`src/pkg/sbcpc_pkg.sv`:
```
// Package: constants, states and carrier structs of the pin control block
package sbcpc_pkg;

  // Register port addresses (word index on the plain port)
  localparam logic [3:0] ADDR_MODE_CTRL = 4'h0;
  localparam logic [3:0] ADDR_INT_EN    = 4'h1;
  localparam logic [3:0] ADDR_IO_STATUS = 4'h2;
  localparam logic [3:0] ADDR_INT_STAT  = 4'h3;
  localparam logic [3:0] ADDR_WAKE_EN   = 4'h4;

  // Field positions of mode_control_reg
  localparam int MCR_MODE_LSB  = 0;   // Mode request, 2 bits
  localparam int MCR_BATTERY_FAIL_FLAG   = 4;   // Battery fail, write 1 to clear
  localparam int MCR_TEMPWARN  = 5;   // Regulator temperature warning
  localparam int MCR_TSHUT     = 6;   // Regulator shut down
  localparam int MCR_RESET     = 7;   // Device in reset mode

  // Field positions of interrupt enable / status
  localparam int INT_TEMP  = 0;
  localparam int INT_EARLY = 1;
  localparam int INT_WAKE  = 2;

  // Field positions of io_status_reg
  localparam int IOR_LEVEL_LSB = 0;   // Four level inputs
  localparam int IOR_SUP_UV    = 4;   // Battery supply undervoltage
  localparam int IOR_WD_FAULT  = 5;

  // Reset values
  localparam logic [7:0] INT_EN_RST  = 8'h00;
  localparam logic [3:0] WAKE_EN_RST = 4'h0;
  // Synchroniser reset holds select and transmit at their idle high level
  localparam logic [16:0] SYNC_IDLE_RST = 17'h1_4000;
  localparam logic [2:0]  SPI_LAST_BIT  = 3'h7;   // Eighth bit of a frame

  // Timing at 250 MHz (period 4 ns)
  localparam int CLK_PERIOD_NS  = 4;
  localparam int WAKE_PULSE_US  = 10;
  localparam int WAKE_PULSE_CYC = WAKE_PULSE_US * 1000 / CLK_PERIOD_NS;
  localparam int RST_DUR_MS     = 15;
  localparam int RST_DUR_CYC    = RST_DUR_MS * 1000000 / CLK_PERIOD_NS;

  // Operating modes, one-hot
  typedef enum logic [4:0] {
    SBCPC_RESET  = 5'h01,
    SBCPC_NORMAL = 5'h02,
    SBCPC_STBY   = 5'h04,
    SBCPC_STOP   = 5'h08,
    SBCPC_SLEEP  = 5'h10
  } sbcpc_mode_t;

  // Analog comparator results, all asynchronous
  typedef struct packed {
    logic vdd_uv;       // Main regulator below reset threshold
    logic temp_warn;    // Above pre-warning temperature
    logic temp_shut;    // Above shutdown temperature
    logic temp_cool;    // Below restart temperature (hysteresis)
    logic sup_fail;     // Battery supply below fail level
    logic sup_early;    // Battery supply below early-warning level
  } sbcpc_ana_t;

endpackage : sbcpc_pkg

```
`src/sbcpc_top.sv`:
```
// Pin control and status logic of the system basis chip
//
// Implementation choices: the register addresses and the strobed register port.
`timescale 1ns/1ps

module sbcpc_top #(
  parameter int RST_CYC  = sbcpc_pkg::RST_DUR_CYC,
  parameter int WAKE_CYC = sbcpc_pkg::WAKE_PULSE_CYC
) (
  input  wire logic                 clk_i,
  input  wire logic                 reset_n_i,
  input  wire logic                 txd_i,
  input  wire logic                 bus_dom_i,
  input  wire logic [3:0]           level_inputs_i,
  input  wire logic                 spi_cs_n_i,
  input  wire logic                 spi_sclk_i,
  input  wire logic                 spi_mosi_i,
  input  wire logic                 wd_timeout_i,
  input  wire logic                 wd_early_trig_i,
  input  wire sbcpc_pkg::sbcpc_ana_t ana_i,
  input  wire logic [3:0]           reg_addr_i,
  input  wire logic [7:0]           reg_wdata_i,
  input  wire logic                 reg_wr_i,
  input  wire logic                 reg_rd_i,
  output logic [7:0]                reg_rdata_o,
  output logic                      bus_drive_dom_o,
  output logic                      rxd_o,
  output logic                      rst_n_o,
  output logic                      int_n_o,
  output logic                      watchdog_fault_n_o,
  output logic                      regulator_on_o,
  output logic                      spi_sel_o,
  output logic                      spi_miso_o
);

  localparam int SYNC_W = 6 + 4 + 7;

  // Two-stage synchronisers for every foreign input
  logic [SYNC_W-1:0] sync1_r;
  logic [SYNC_W-1:0] sync2_r;
  logic [3:0]        level_prev_r;

  // Mode, flags and registers
  sbcpc_pkg::sbcpc_mode_t mode_r;
  logic [1:0]  mode_req_r;
  logic [31:0] rst_cnt_r;
  logic [31:0] pulse_cnt_r;
  logic        battery_fail_flag_r;
  logic        temp_warn_r;
  logic        shut_r;
  logic        wd_fault_r;
  logic [7:0]  int_en_r;
  logic [7:0]  int_stat_r;
  logic [3:0]  wake_en_r;

  // Synchronised views
  logic       s_txd;
  logic       s_bus;
  logic       s_cs_n;
  logic       s_wd_to;
  logic       s_wd_early;
  logic [3:0] s_level;
  logic       s_vdd_uv;
  logic       s_twarn;
  logic       s_tshut;
  logic       s_tcool;
  logic       s_sfail;
  logic       s_searly;
  logic       s_sclk;
  logic       s_mosi;

  // Serial port state
  logic       sclk_prev_r;
  logic       cs_n_prev_r;
  logic       sclk_rise;
  logic       sclk_fall;
  logic       cs_fall;
  logic [2:0] spi_bit_r;
  logic [7:0] spi_rx_r;
  logic [7:0] spi_rx_nxt;
  logic [7:0] spi_last_r;
  logic [7:0] spi_tx_r;

  logic       wr_mcr;
  logic       wr_ist;
  logic       wake_ev;
  logic       early_act;
  logic [7:0] int_set;
  logic [7:0] rdata_nxt;

  // Decode a write strobe for one address
  function automatic logic wr_hit(input logic [3:0] a,
                                  input logic [3:0] want,
                                  input logic       wr);
    wr_hit = wr && (a == want);
  endfunction : wr_hit

  // Both stages reset to constants; only stage two feeds logic
  always_ff @(posedge clk_i) begin
    if (!reset_n_i) begin
      // Idle levels, so no false dominant or select follows reset
      sync1_r <= sbcpc_pkg::SYNC_IDLE_RST;
      sync2_r <= sbcpc_pkg::SYNC_IDLE_RST;
    end else begin
      sync1_r <= {txd_i, bus_dom_i, spi_cs_n_i, spi_sclk_i, spi_mosi_i,
                  wd_timeout_i, wd_early_trig_i, level_inputs_i,
                  ana_i};
      sync2_r <= sync1_r;
    end
  end

  assign {s_txd, s_bus, s_cs_n, s_sclk, s_mosi, s_wd_to, s_wd_early,
          s_level, s_vdd_uv, s_twarn, s_tshut, s_tcool, s_sfail,
          s_searly} = sync2_r;

  assign wr_mcr = wr_hit(reg_addr_i, sbcpc_pkg::ADDR_MODE_CTRL, reg_wr_i);
  assign wr_ist = wr_hit(reg_addr_i, sbcpc_pkg::ADDR_INT_STAT, reg_wr_i);

  // Enabled level change, only meaningful in low-power modes
  assign wake_ev = |((s_level ^ level_prev_r) & wake_en_r) &&
                   (mode_r == sbcpc_pkg::SBCPC_SLEEP ||
                    mode_r == sbcpc_pkg::SBCPC_STOP);
  assign early_act = (mode_r == sbcpc_pkg::SBCPC_NORMAL ||
                      mode_r == sbcpc_pkg::SBCPC_STBY);

  // Hardware sources of interrupt status
  always_comb begin
    int_set = 8'h00;
    int_set[sbcpc_pkg::INT_TEMP]  = s_twarn;
    int_set[sbcpc_pkg::INT_EARLY] = s_searly && early_act;
    int_set[sbcpc_pkg::INT_WAKE]  = wake_ev;
  end

  // Level history for change detection
  always_ff @(posedge clk_i) begin
    if (!reset_n_i) begin
      level_prev_r <= 4'h0;
    end else begin
      level_prev_r <= s_level;
    end
  end

  // Serial clock and select history; idle levels avoid a false edge
  always_ff @(posedge clk_i) begin
    if (!reset_n_i) begin
      sclk_prev_r <= 1'b0;
      cs_n_prev_r <= 1'b1;
    end else begin
      sclk_prev_r <= s_sclk;
      cs_n_prev_r <= s_cs_n;
    end
  end

  // Serial clock edges count only while the port is selected
  assign sclk_rise  = s_sclk && !sclk_prev_r && !s_cs_n;
  assign sclk_fall  = !s_sclk && sclk_prev_r && !s_cs_n;
  assign cs_fall    = !s_cs_n && cs_n_prev_r;
  assign spi_rx_nxt = {spi_rx_r[6:0], s_mosi};

  // Receive shifter samples on the falling edge; a cut frame is dropped
  always_ff @(posedge clk_i) begin
    if (!reset_n_i) begin
      spi_rx_r   <= 8'h00;
      spi_last_r <= 8'h00;
      spi_bit_r  <= 3'h0;
    end else if (cs_fall) begin
      spi_bit_r <= 3'h0;
    end else if (sclk_fall) begin
      spi_rx_r  <= spi_rx_nxt;
      spi_bit_r <= spi_bit_r + 3'h1;
      if (spi_bit_r == sbcpc_pkg::SPI_LAST_BIT) begin
        spi_last_r <= spi_rx_nxt;
      end
    end
  end

  // Transmit shifter echoes the last whole byte, updated on rising edge
  always_ff @(posedge clk_i) begin
    if (!reset_n_i) begin
      spi_tx_r   <= 8'h00;
      spi_miso_o <= 1'b0;
    end else if (cs_fall) begin
      spi_tx_r <= spi_last_r;
    end else if (sclk_rise) begin
      spi_miso_o <= spi_tx_r[7];
      spi_tx_r   <= {spi_tx_r[6:0], 1'b0};
    end
  end

  // Mode machine; undervoltage and watchdog faults enter reset
  always_ff @(posedge clk_i) begin
    if (!reset_n_i) begin
      mode_r    <= sbcpc_pkg::SBCPC_RESET;
      rst_cnt_r <= 32'h0000_0000;
    end else if (s_vdd_uv || s_wd_to || s_wd_early) begin
      mode_r    <= sbcpc_pkg::SBCPC_RESET;
      rst_cnt_r <= 32'h0000_0000;
    end else begin
      unique case (mode_r)
        sbcpc_pkg::SBCPC_RESET: begin
          // Hold for the full duration after supply valid
          if (rst_cnt_r >= 32'(RST_CYC - 1)) begin
            mode_r <= sbcpc_pkg::SBCPC_NORMAL;
          end else begin
            rst_cnt_r <= rst_cnt_r + 32'h0000_0001;
          end
        end
        sbcpc_pkg::SBCPC_SLEEP: begin
          // Wake from sleep goes through reset
          if (wake_ev) begin
            mode_r    <= sbcpc_pkg::SBCPC_RESET;
            rst_cnt_r <= 32'h0000_0000;
          end
        end
        sbcpc_pkg::SBCPC_STOP: begin
          if (wake_ev) begin
            mode_r <= sbcpc_pkg::SBCPC_NORMAL;
          end
        end
        default: begin
          // Normal and Standby follow the software request
          if (wr_mcr) begin
            unique case (reg_wdata_i[sbcpc_pkg::MCR_MODE_LSB +: 2])
              2'h0: mode_r <= sbcpc_pkg::SBCPC_NORMAL;
              2'h1: mode_r <= sbcpc_pkg::SBCPC_STBY;
              2'h2: mode_r <= sbcpc_pkg::SBCPC_STOP;
              2'h3: mode_r <= sbcpc_pkg::SBCPC_SLEEP;
            endcase
          end
        end
      endcase
    end
  end

  // Stored mode request, read back by software
  always_ff @(posedge clk_i) begin
    if (!reset_n_i) begin
      mode_req_r <= 2'h0;
    end else if (wr_mcr) begin
      mode_req_r <= reg_wdata_i[sbcpc_pkg::MCR_MODE_LSB +: 2];
    end
  end

  // Battery fail: sticky in every mode, set beats clear
  always_ff @(posedge clk_i) begin
    if (!reset_n_i) begin
      battery_fail_flag_r <= 1'b0;
    end else if (s_sfail) begin
      battery_fail_flag_r <= 1'b1;
    end else if (wr_mcr && reg_wdata_i[sbcpc_pkg::MCR_BATTERY_FAIL_FLAG]) begin
      battery_fail_flag_r <= 1'b0;
    end
  end

  // Temperature warning follows comparator; shutdown with hysteresis
  always_ff @(posedge clk_i) begin
    if (!reset_n_i) begin
      temp_warn_r <= 1'b0;
      shut_r      <= 1'b0;
    end else begin
      temp_warn_r <= s_twarn;
      if (s_tshut) begin
        shut_r <= 1'b1;
      end else if (s_tcool) begin
        shut_r <= 1'b0;
      end
    end
  end

  // Watchdog fault held until a mode control write in Normal mode
  always_ff @(posedge clk_i) begin
    if (!reset_n_i) begin
      wd_fault_r <= 1'b0;
    end else if (s_wd_to || s_wd_early) begin
      wd_fault_r <= 1'b1;
    end else if (mode_r == sbcpc_pkg::SBCPC_NORMAL && wr_mcr) begin
      wd_fault_r <= 1'b0;
    end
  end

  // Enables for interrupts and wake-up inputs
  always_ff @(posedge clk_i) begin
    if (!reset_n_i) begin
      int_en_r  <= sbcpc_pkg::INT_EN_RST;
      wake_en_r <= sbcpc_pkg::WAKE_EN_RST;
    end else begin
      if (wr_hit(reg_addr_i, sbcpc_pkg::ADDR_INT_EN, reg_wr_i)) begin
        int_en_r <= reg_wdata_i;
      end
      if (wr_hit(reg_addr_i, sbcpc_pkg::ADDR_WAKE_EN, reg_wr_i)) begin
        wake_en_r <= reg_wdata_i[3:0];
      end
    end
  end

  // Sticky status, write one to clear; a new event wins
  always_ff @(posedge clk_i) begin
    if (!reset_n_i) begin
      int_stat_r <= 8'h00;
    end else if (wr_ist) begin
      int_stat_r <= (int_stat_r & ~reg_wdata_i) | int_set;
    end else begin
      int_stat_r <= int_stat_r | int_set;
    end
  end

  // Stop-mode wake pulse timer
  always_ff @(posedge clk_i) begin
    if (!reset_n_i) begin
      pulse_cnt_r <= 32'h0000_0000;
    end else if (wake_ev && mode_r == sbcpc_pkg::SBCPC_STOP) begin
      pulse_cnt_r <= 32'(WAKE_CYC);
    end else if (pulse_cnt_r != 32'h0000_0000) begin
      pulse_cnt_r <= pulse_cnt_r - 32'h0000_0001;
    end
  end

  // Read mux; unmapped addresses read zero
  always_comb begin
    rdata_nxt = 8'h00;
    unique case (reg_addr_i)
      sbcpc_pkg::ADDR_MODE_CTRL: begin
        rdata_nxt[sbcpc_pkg::MCR_MODE_LSB +: 2] = mode_req_r;
        rdata_nxt[sbcpc_pkg::MCR_BATTERY_FAIL_FLAG]  = battery_fail_flag_r;
        rdata_nxt[sbcpc_pkg::MCR_TEMPWARN] = temp_warn_r;
        rdata_nxt[sbcpc_pkg::MCR_TSHUT]    = shut_r;
        rdata_nxt[sbcpc_pkg::MCR_RESET]    =
          (mode_r == sbcpc_pkg::SBCPC_RESET);
      end
      sbcpc_pkg::ADDR_INT_EN:   rdata_nxt = int_en_r;
      sbcpc_pkg::ADDR_INT_STAT: rdata_nxt = int_stat_r;
      sbcpc_pkg::ADDR_WAKE_EN:  rdata_nxt = {4'h0, wake_en_r};
      sbcpc_pkg::ADDR_IO_STATUS: begin
        rdata_nxt[sbcpc_pkg::IOR_LEVEL_LSB +: 4] = s_level;
        rdata_nxt[sbcpc_pkg::IOR_SUP_UV]   = s_searly;
        rdata_nxt[sbcpc_pkg::IOR_WD_FAULT] = wd_fault_r;
      end
      default: rdata_nxt = 8'h00;
    endcase
  end

  // Registered read data, valid the cycle after the strobe
  always_ff @(posedge clk_i) begin
    if (!reset_n_i) begin
      reg_rdata_o <= 8'h00;
    end else if (reg_rd_i) begin
      reg_rdata_o <= rdata_nxt;
    end else begin
      reg_rdata_o <= 8'h00;
    end
  end

  // Pin outputs, all from flops; pass-through costs three cycles
  always_ff @(posedge clk_i) begin
    if (!reset_n_i) begin
      bus_drive_dom_o    <= 1'b0;
      rxd_o              <= 1'b1;
      rst_n_o            <= 1'b0;
      int_n_o            <= 1'b1;
      watchdog_fault_n_o <= 1'b1;
      regulator_on_o     <= 1'b0;
      spi_sel_o          <= 1'b0;
    end else begin
      bus_drive_dom_o <= ~s_txd;
      rxd_o           <= ~s_bus;
      rst_n_o         <= (mode_r != sbcpc_pkg::SBCPC_RESET)
                         && !s_vdd_uv;
      int_n_o         <= !(|(int_stat_r & int_en_r))
                         && (pulse_cnt_r == 32'h0000_0000);
      watchdog_fault_n_o <= ~wd_fault_r;
      regulator_on_o  <= ~shut_r &&
                         (mode_r != sbcpc_pkg::SBCPC_SLEEP);
      spi_sel_o       <= ~s_cs_n;
    end
  end

endmodule : sbcpc_top

```
`config.mk`:
```
export PLATFORM = sky130hd
export DESIGN_NAME = sbcpc_top
export DESIGN_NICKNAME = d
export VERILOG_FILES = /design/src/pkg/sbcpc_pkg.sv /design/src/sbcpc_top.sv
export SDC_FILE = /design/constraint.sdc
export NUM_CORES = 1
export LEC_CHECK = 0
export CORE_ASPECT_RATIO = 0.9
export CORE_MARGIN = 1.5
export CORE_UTILIZATION = 30
export CTS_CLUSTER_DIAMETER = 150
export CTS_CLUSTER_SIZE = 20
export DETAILED_ROUTE_END_ITERATION = 7
export DONT_BUFFER_PORTS = 1
export PLACE_DENSITY_LB_ADDON = 0.2
export SLEW_MARGIN = 10
export SYNTH_ARGS = -nofsm -noshare
export SYNTH_HDL_FRONTEND = slang
export SYNTH_SLANG_ARGS = --single-unit
```
`constraint.sdc`:
```
create_clock -name clk_i -period 2.23 [get_ports clk_i]
set_input_delay 0.446 -clock clk_i [delete_from_list [all_inputs] [get_ports clk_i]]
set_output_delay 0.446 -clock clk_i [all_outputs]
set_load 0.1 [all_outputs]
```
==> flow_summary.json <==
{
  "synthTopCellsByArea": "dfxtp_1, nor2_1, and2_1, mux2i_1, a21oi_1",
  "routedWlPerCell_um": 14.9,
  "relSlewSlack": 0.593,
  "whs_path_depth": 1,
  "netlist_area_um2": 7240,
  "antenna_found_initial": 0,
  "setup_viol": 0,
  "setup.worst_path.class": "reg -> reg",
  "end_kind": "flop",
  "yosysTopAreaCellShare": 0.489,
  "cts_buffer_depth": 2,
  "drive_gt1_frac": 0.145,
  "port_buffers": 0,
  "worst_setup_path_start_kind": "flop",
  "critPathMaxStageDelay_ns": 0.55,
  "cp_data_required_time_ns": 2.59,
  "hold_viol": 0,
  "synth-edff-count": 0,
  "clock_skew_ns": 0.0119,
  "synth-seq-cells": 177,
  "grt_pass1_vias": 5348,
  "postCtsHoldBufs": 0,
  "hold_path.class": "in -> reg",
  "fp.dieArea_um2": 25100,
  "path_common_cell": "or4_4",
  "final_antenna_net_count": 0,
  "clkTransAtPathRegs_ns": 0.07,
  "synth_common_cells": "dfxtp_1, nor2_1, nand2_1",
  "reg2reg_depth": 4,
  "grt_pass1_wl_um": 28200,
  "clock_latency_ns": 0.43,
  "cts_tree": "done",
  "synthesis.instances": 796,
  "drc_errors": 5,
  "dp.cells": 1124,
  "crit_slowest_cell": "or4_4",
  "finalWeightedCongestion": 0.825,
  "vias": 5763,
  "drt_wl_total_um": 17200,
  "finalCritPeriodShare": 0.951,
  "avgSynthCellArea_um2": 9.10,
  "die_w_um": 167,
  "worst_pin_slew_ns": 0.611,
  "h-tree-depth": 4,
  "cts_sinks": 177,
  "status": "complete, but fails checks",
  "fin_ws_ns": 0.109,
  "dpl.hpwl_um": 11700,
  "layout_min_cycle_time_ns": 2.12,
  "cts-root-buf": "clkbuf_16",
  "slew_viol_final": 0,
  "utilization": 0.368,
  "grt_max_degree": 57,
  "rsz0062_at_grt": "no",
  "first_pass_iters": 7,
  "ys_seq_area_frac": 0.489,
  "vdd_drop_max_v": 0.000565,
  "antenna_cells": 0,
  "multi_input_area_um2": 3520,
  "rows": 53,
  "finalNonFillerCells": 1153,
  "synth_fp_nets": 834,
  "maxCapViolCount": 0,
  "die_h_um": 150,
  "fill_cells": 2413,
  "viasPerCell": 5.00,
  "synth_flop_cell": "dfxtp_1",
  "grt_use_total": 0.141,
  "crit_chain": "or4_4 -> or4_4 -> or4_1 -> a21oi_1",
  "seqCellArea_um2": 3540,
  "ioPinCount": 49,
  "fmax_mhz": 471,
  "final_nets": 879,
  "synth_area_leader_cell": "dfxtp_1",
  "synth-async-reset-ratio": 0,
  "start_util": 0.308,
  "grt_overflow": 0,
  "core_um2": 23500,
  "drt_iter0_drc": 403,
  "power.density_nw_per_um2": 1130,
  "synth_most_common_cell": "dfxtp_1",
  "violations": "design-rule violations",
  "syn_to_final_growth_pct": 19.5,
  "synth.distinct_cells": 64,
  "crit_fanout": 4,
  "numCtsBuffers": 17,
  "place_ws_ns": -0.00103,
  "critPathArrivalTime_ns": 2.48,
  "leakage_nw": 3.26,
  "synth_warnings": 0
}
-- routing by layer --
metal,vias up,GRT usage,part of all wire
met5,-,0,0
met4,0,0.0427,0.011
met3,13,0.0360,0.036
met2,80,0.216,0.44
met1,2694,0.196,0.51
li1,2976,-,-
-- registers in the layout (all words and copies together) (netlist names), 5 cells and up --
signal       count
int_en_r         8
int_stat_r       8
mode_r           5
pulse_cnt_r     32
reg_rdata_o      8
rst_cnt_r       32
spi_last_r       8
spi_rx_r         7
spi_tx_r         8
sync1_r         17
sync2_r         17
-- power by group --
group | switching [mW] | total [mW] | leakage [nW] | internal, mW
clock network | 1.24 | 3.24 | 0.304 | 2.01
logic | 1.55 | 2.85 | 1.52 | 1.30
registers | 0.239 | 3.69 | 1.44 | 3.45
-- worst max-delay path: cells and delay by family (launching register included) --
kind / cells / cell delay (ns)
compound gates: 1 / 0.14
flops: 1 / 0.31
simple gates: 3 / 1.61
-- cells in the final DEF (no fill, tap or decap), drive strengths merged, types with 21 or more instances in the layout --
cell type / instances
or4: 23
dfxtp: 177
buf: 68
nor2: 75
and2: 42
o31ai: 21
nand2: 61
a21oi: 47
mux2i: 24
nand3: 39
-- worst paths after layout --
path,from,to,slack [ns]
hold reg to reg,wd_fault_r,watchdog_fault_n_o,0.40
setup / recovery,pulse_cnt_r[2],pulse_cnt_r[15],0.11
hold / removal,reset_n_i,int_n_o,0.09
setup reg to reg,pulse_cnt_r[2],pulse_cnt_r[15],0.11
-- timing repair --
action	in CTS	in global routing
resized for setup	2	10
cloned	0	0
endpoints found under the setup margin	7	29
buffers inserted	0	0
-- cells by family after synthesis --
kind of cell    after synthesis  synth area share
simple gates                349             0.257
flops                       177             0.489
compound gates              159             0.148
buf+inv                      60            0.0325
mux                          29            0.0440
xor+xnor                     17            0.0206
fa+ha+maj                     5           0.00864
-- final cells by class --
class                      count  area share
clock buffer                  20      0.0516
clock inverter                 9      0.0211
inverter                      18     0.00781
multi-input combinational    559       0.407
sequential                   177       0.410
tap                          302      0.0437
timing repair buffer          68      0.0590
-- per-stage QoR --
stage	hold slack (ns)	total power [mW]	TNS (ns)	area, um2
after floorplan	0.343	5.61	0	7240
after global placement	0.395	6.45	0	7970
after detailed placement	0.393	6.47	-0.00103	7970
after CTS	0.0703	9.78	0	8610
after global routing	0.0694	10.4	0	8650
final	0.0926	9.79	0	8650
No activity file was read; power rests on OpenSTA's default activity.
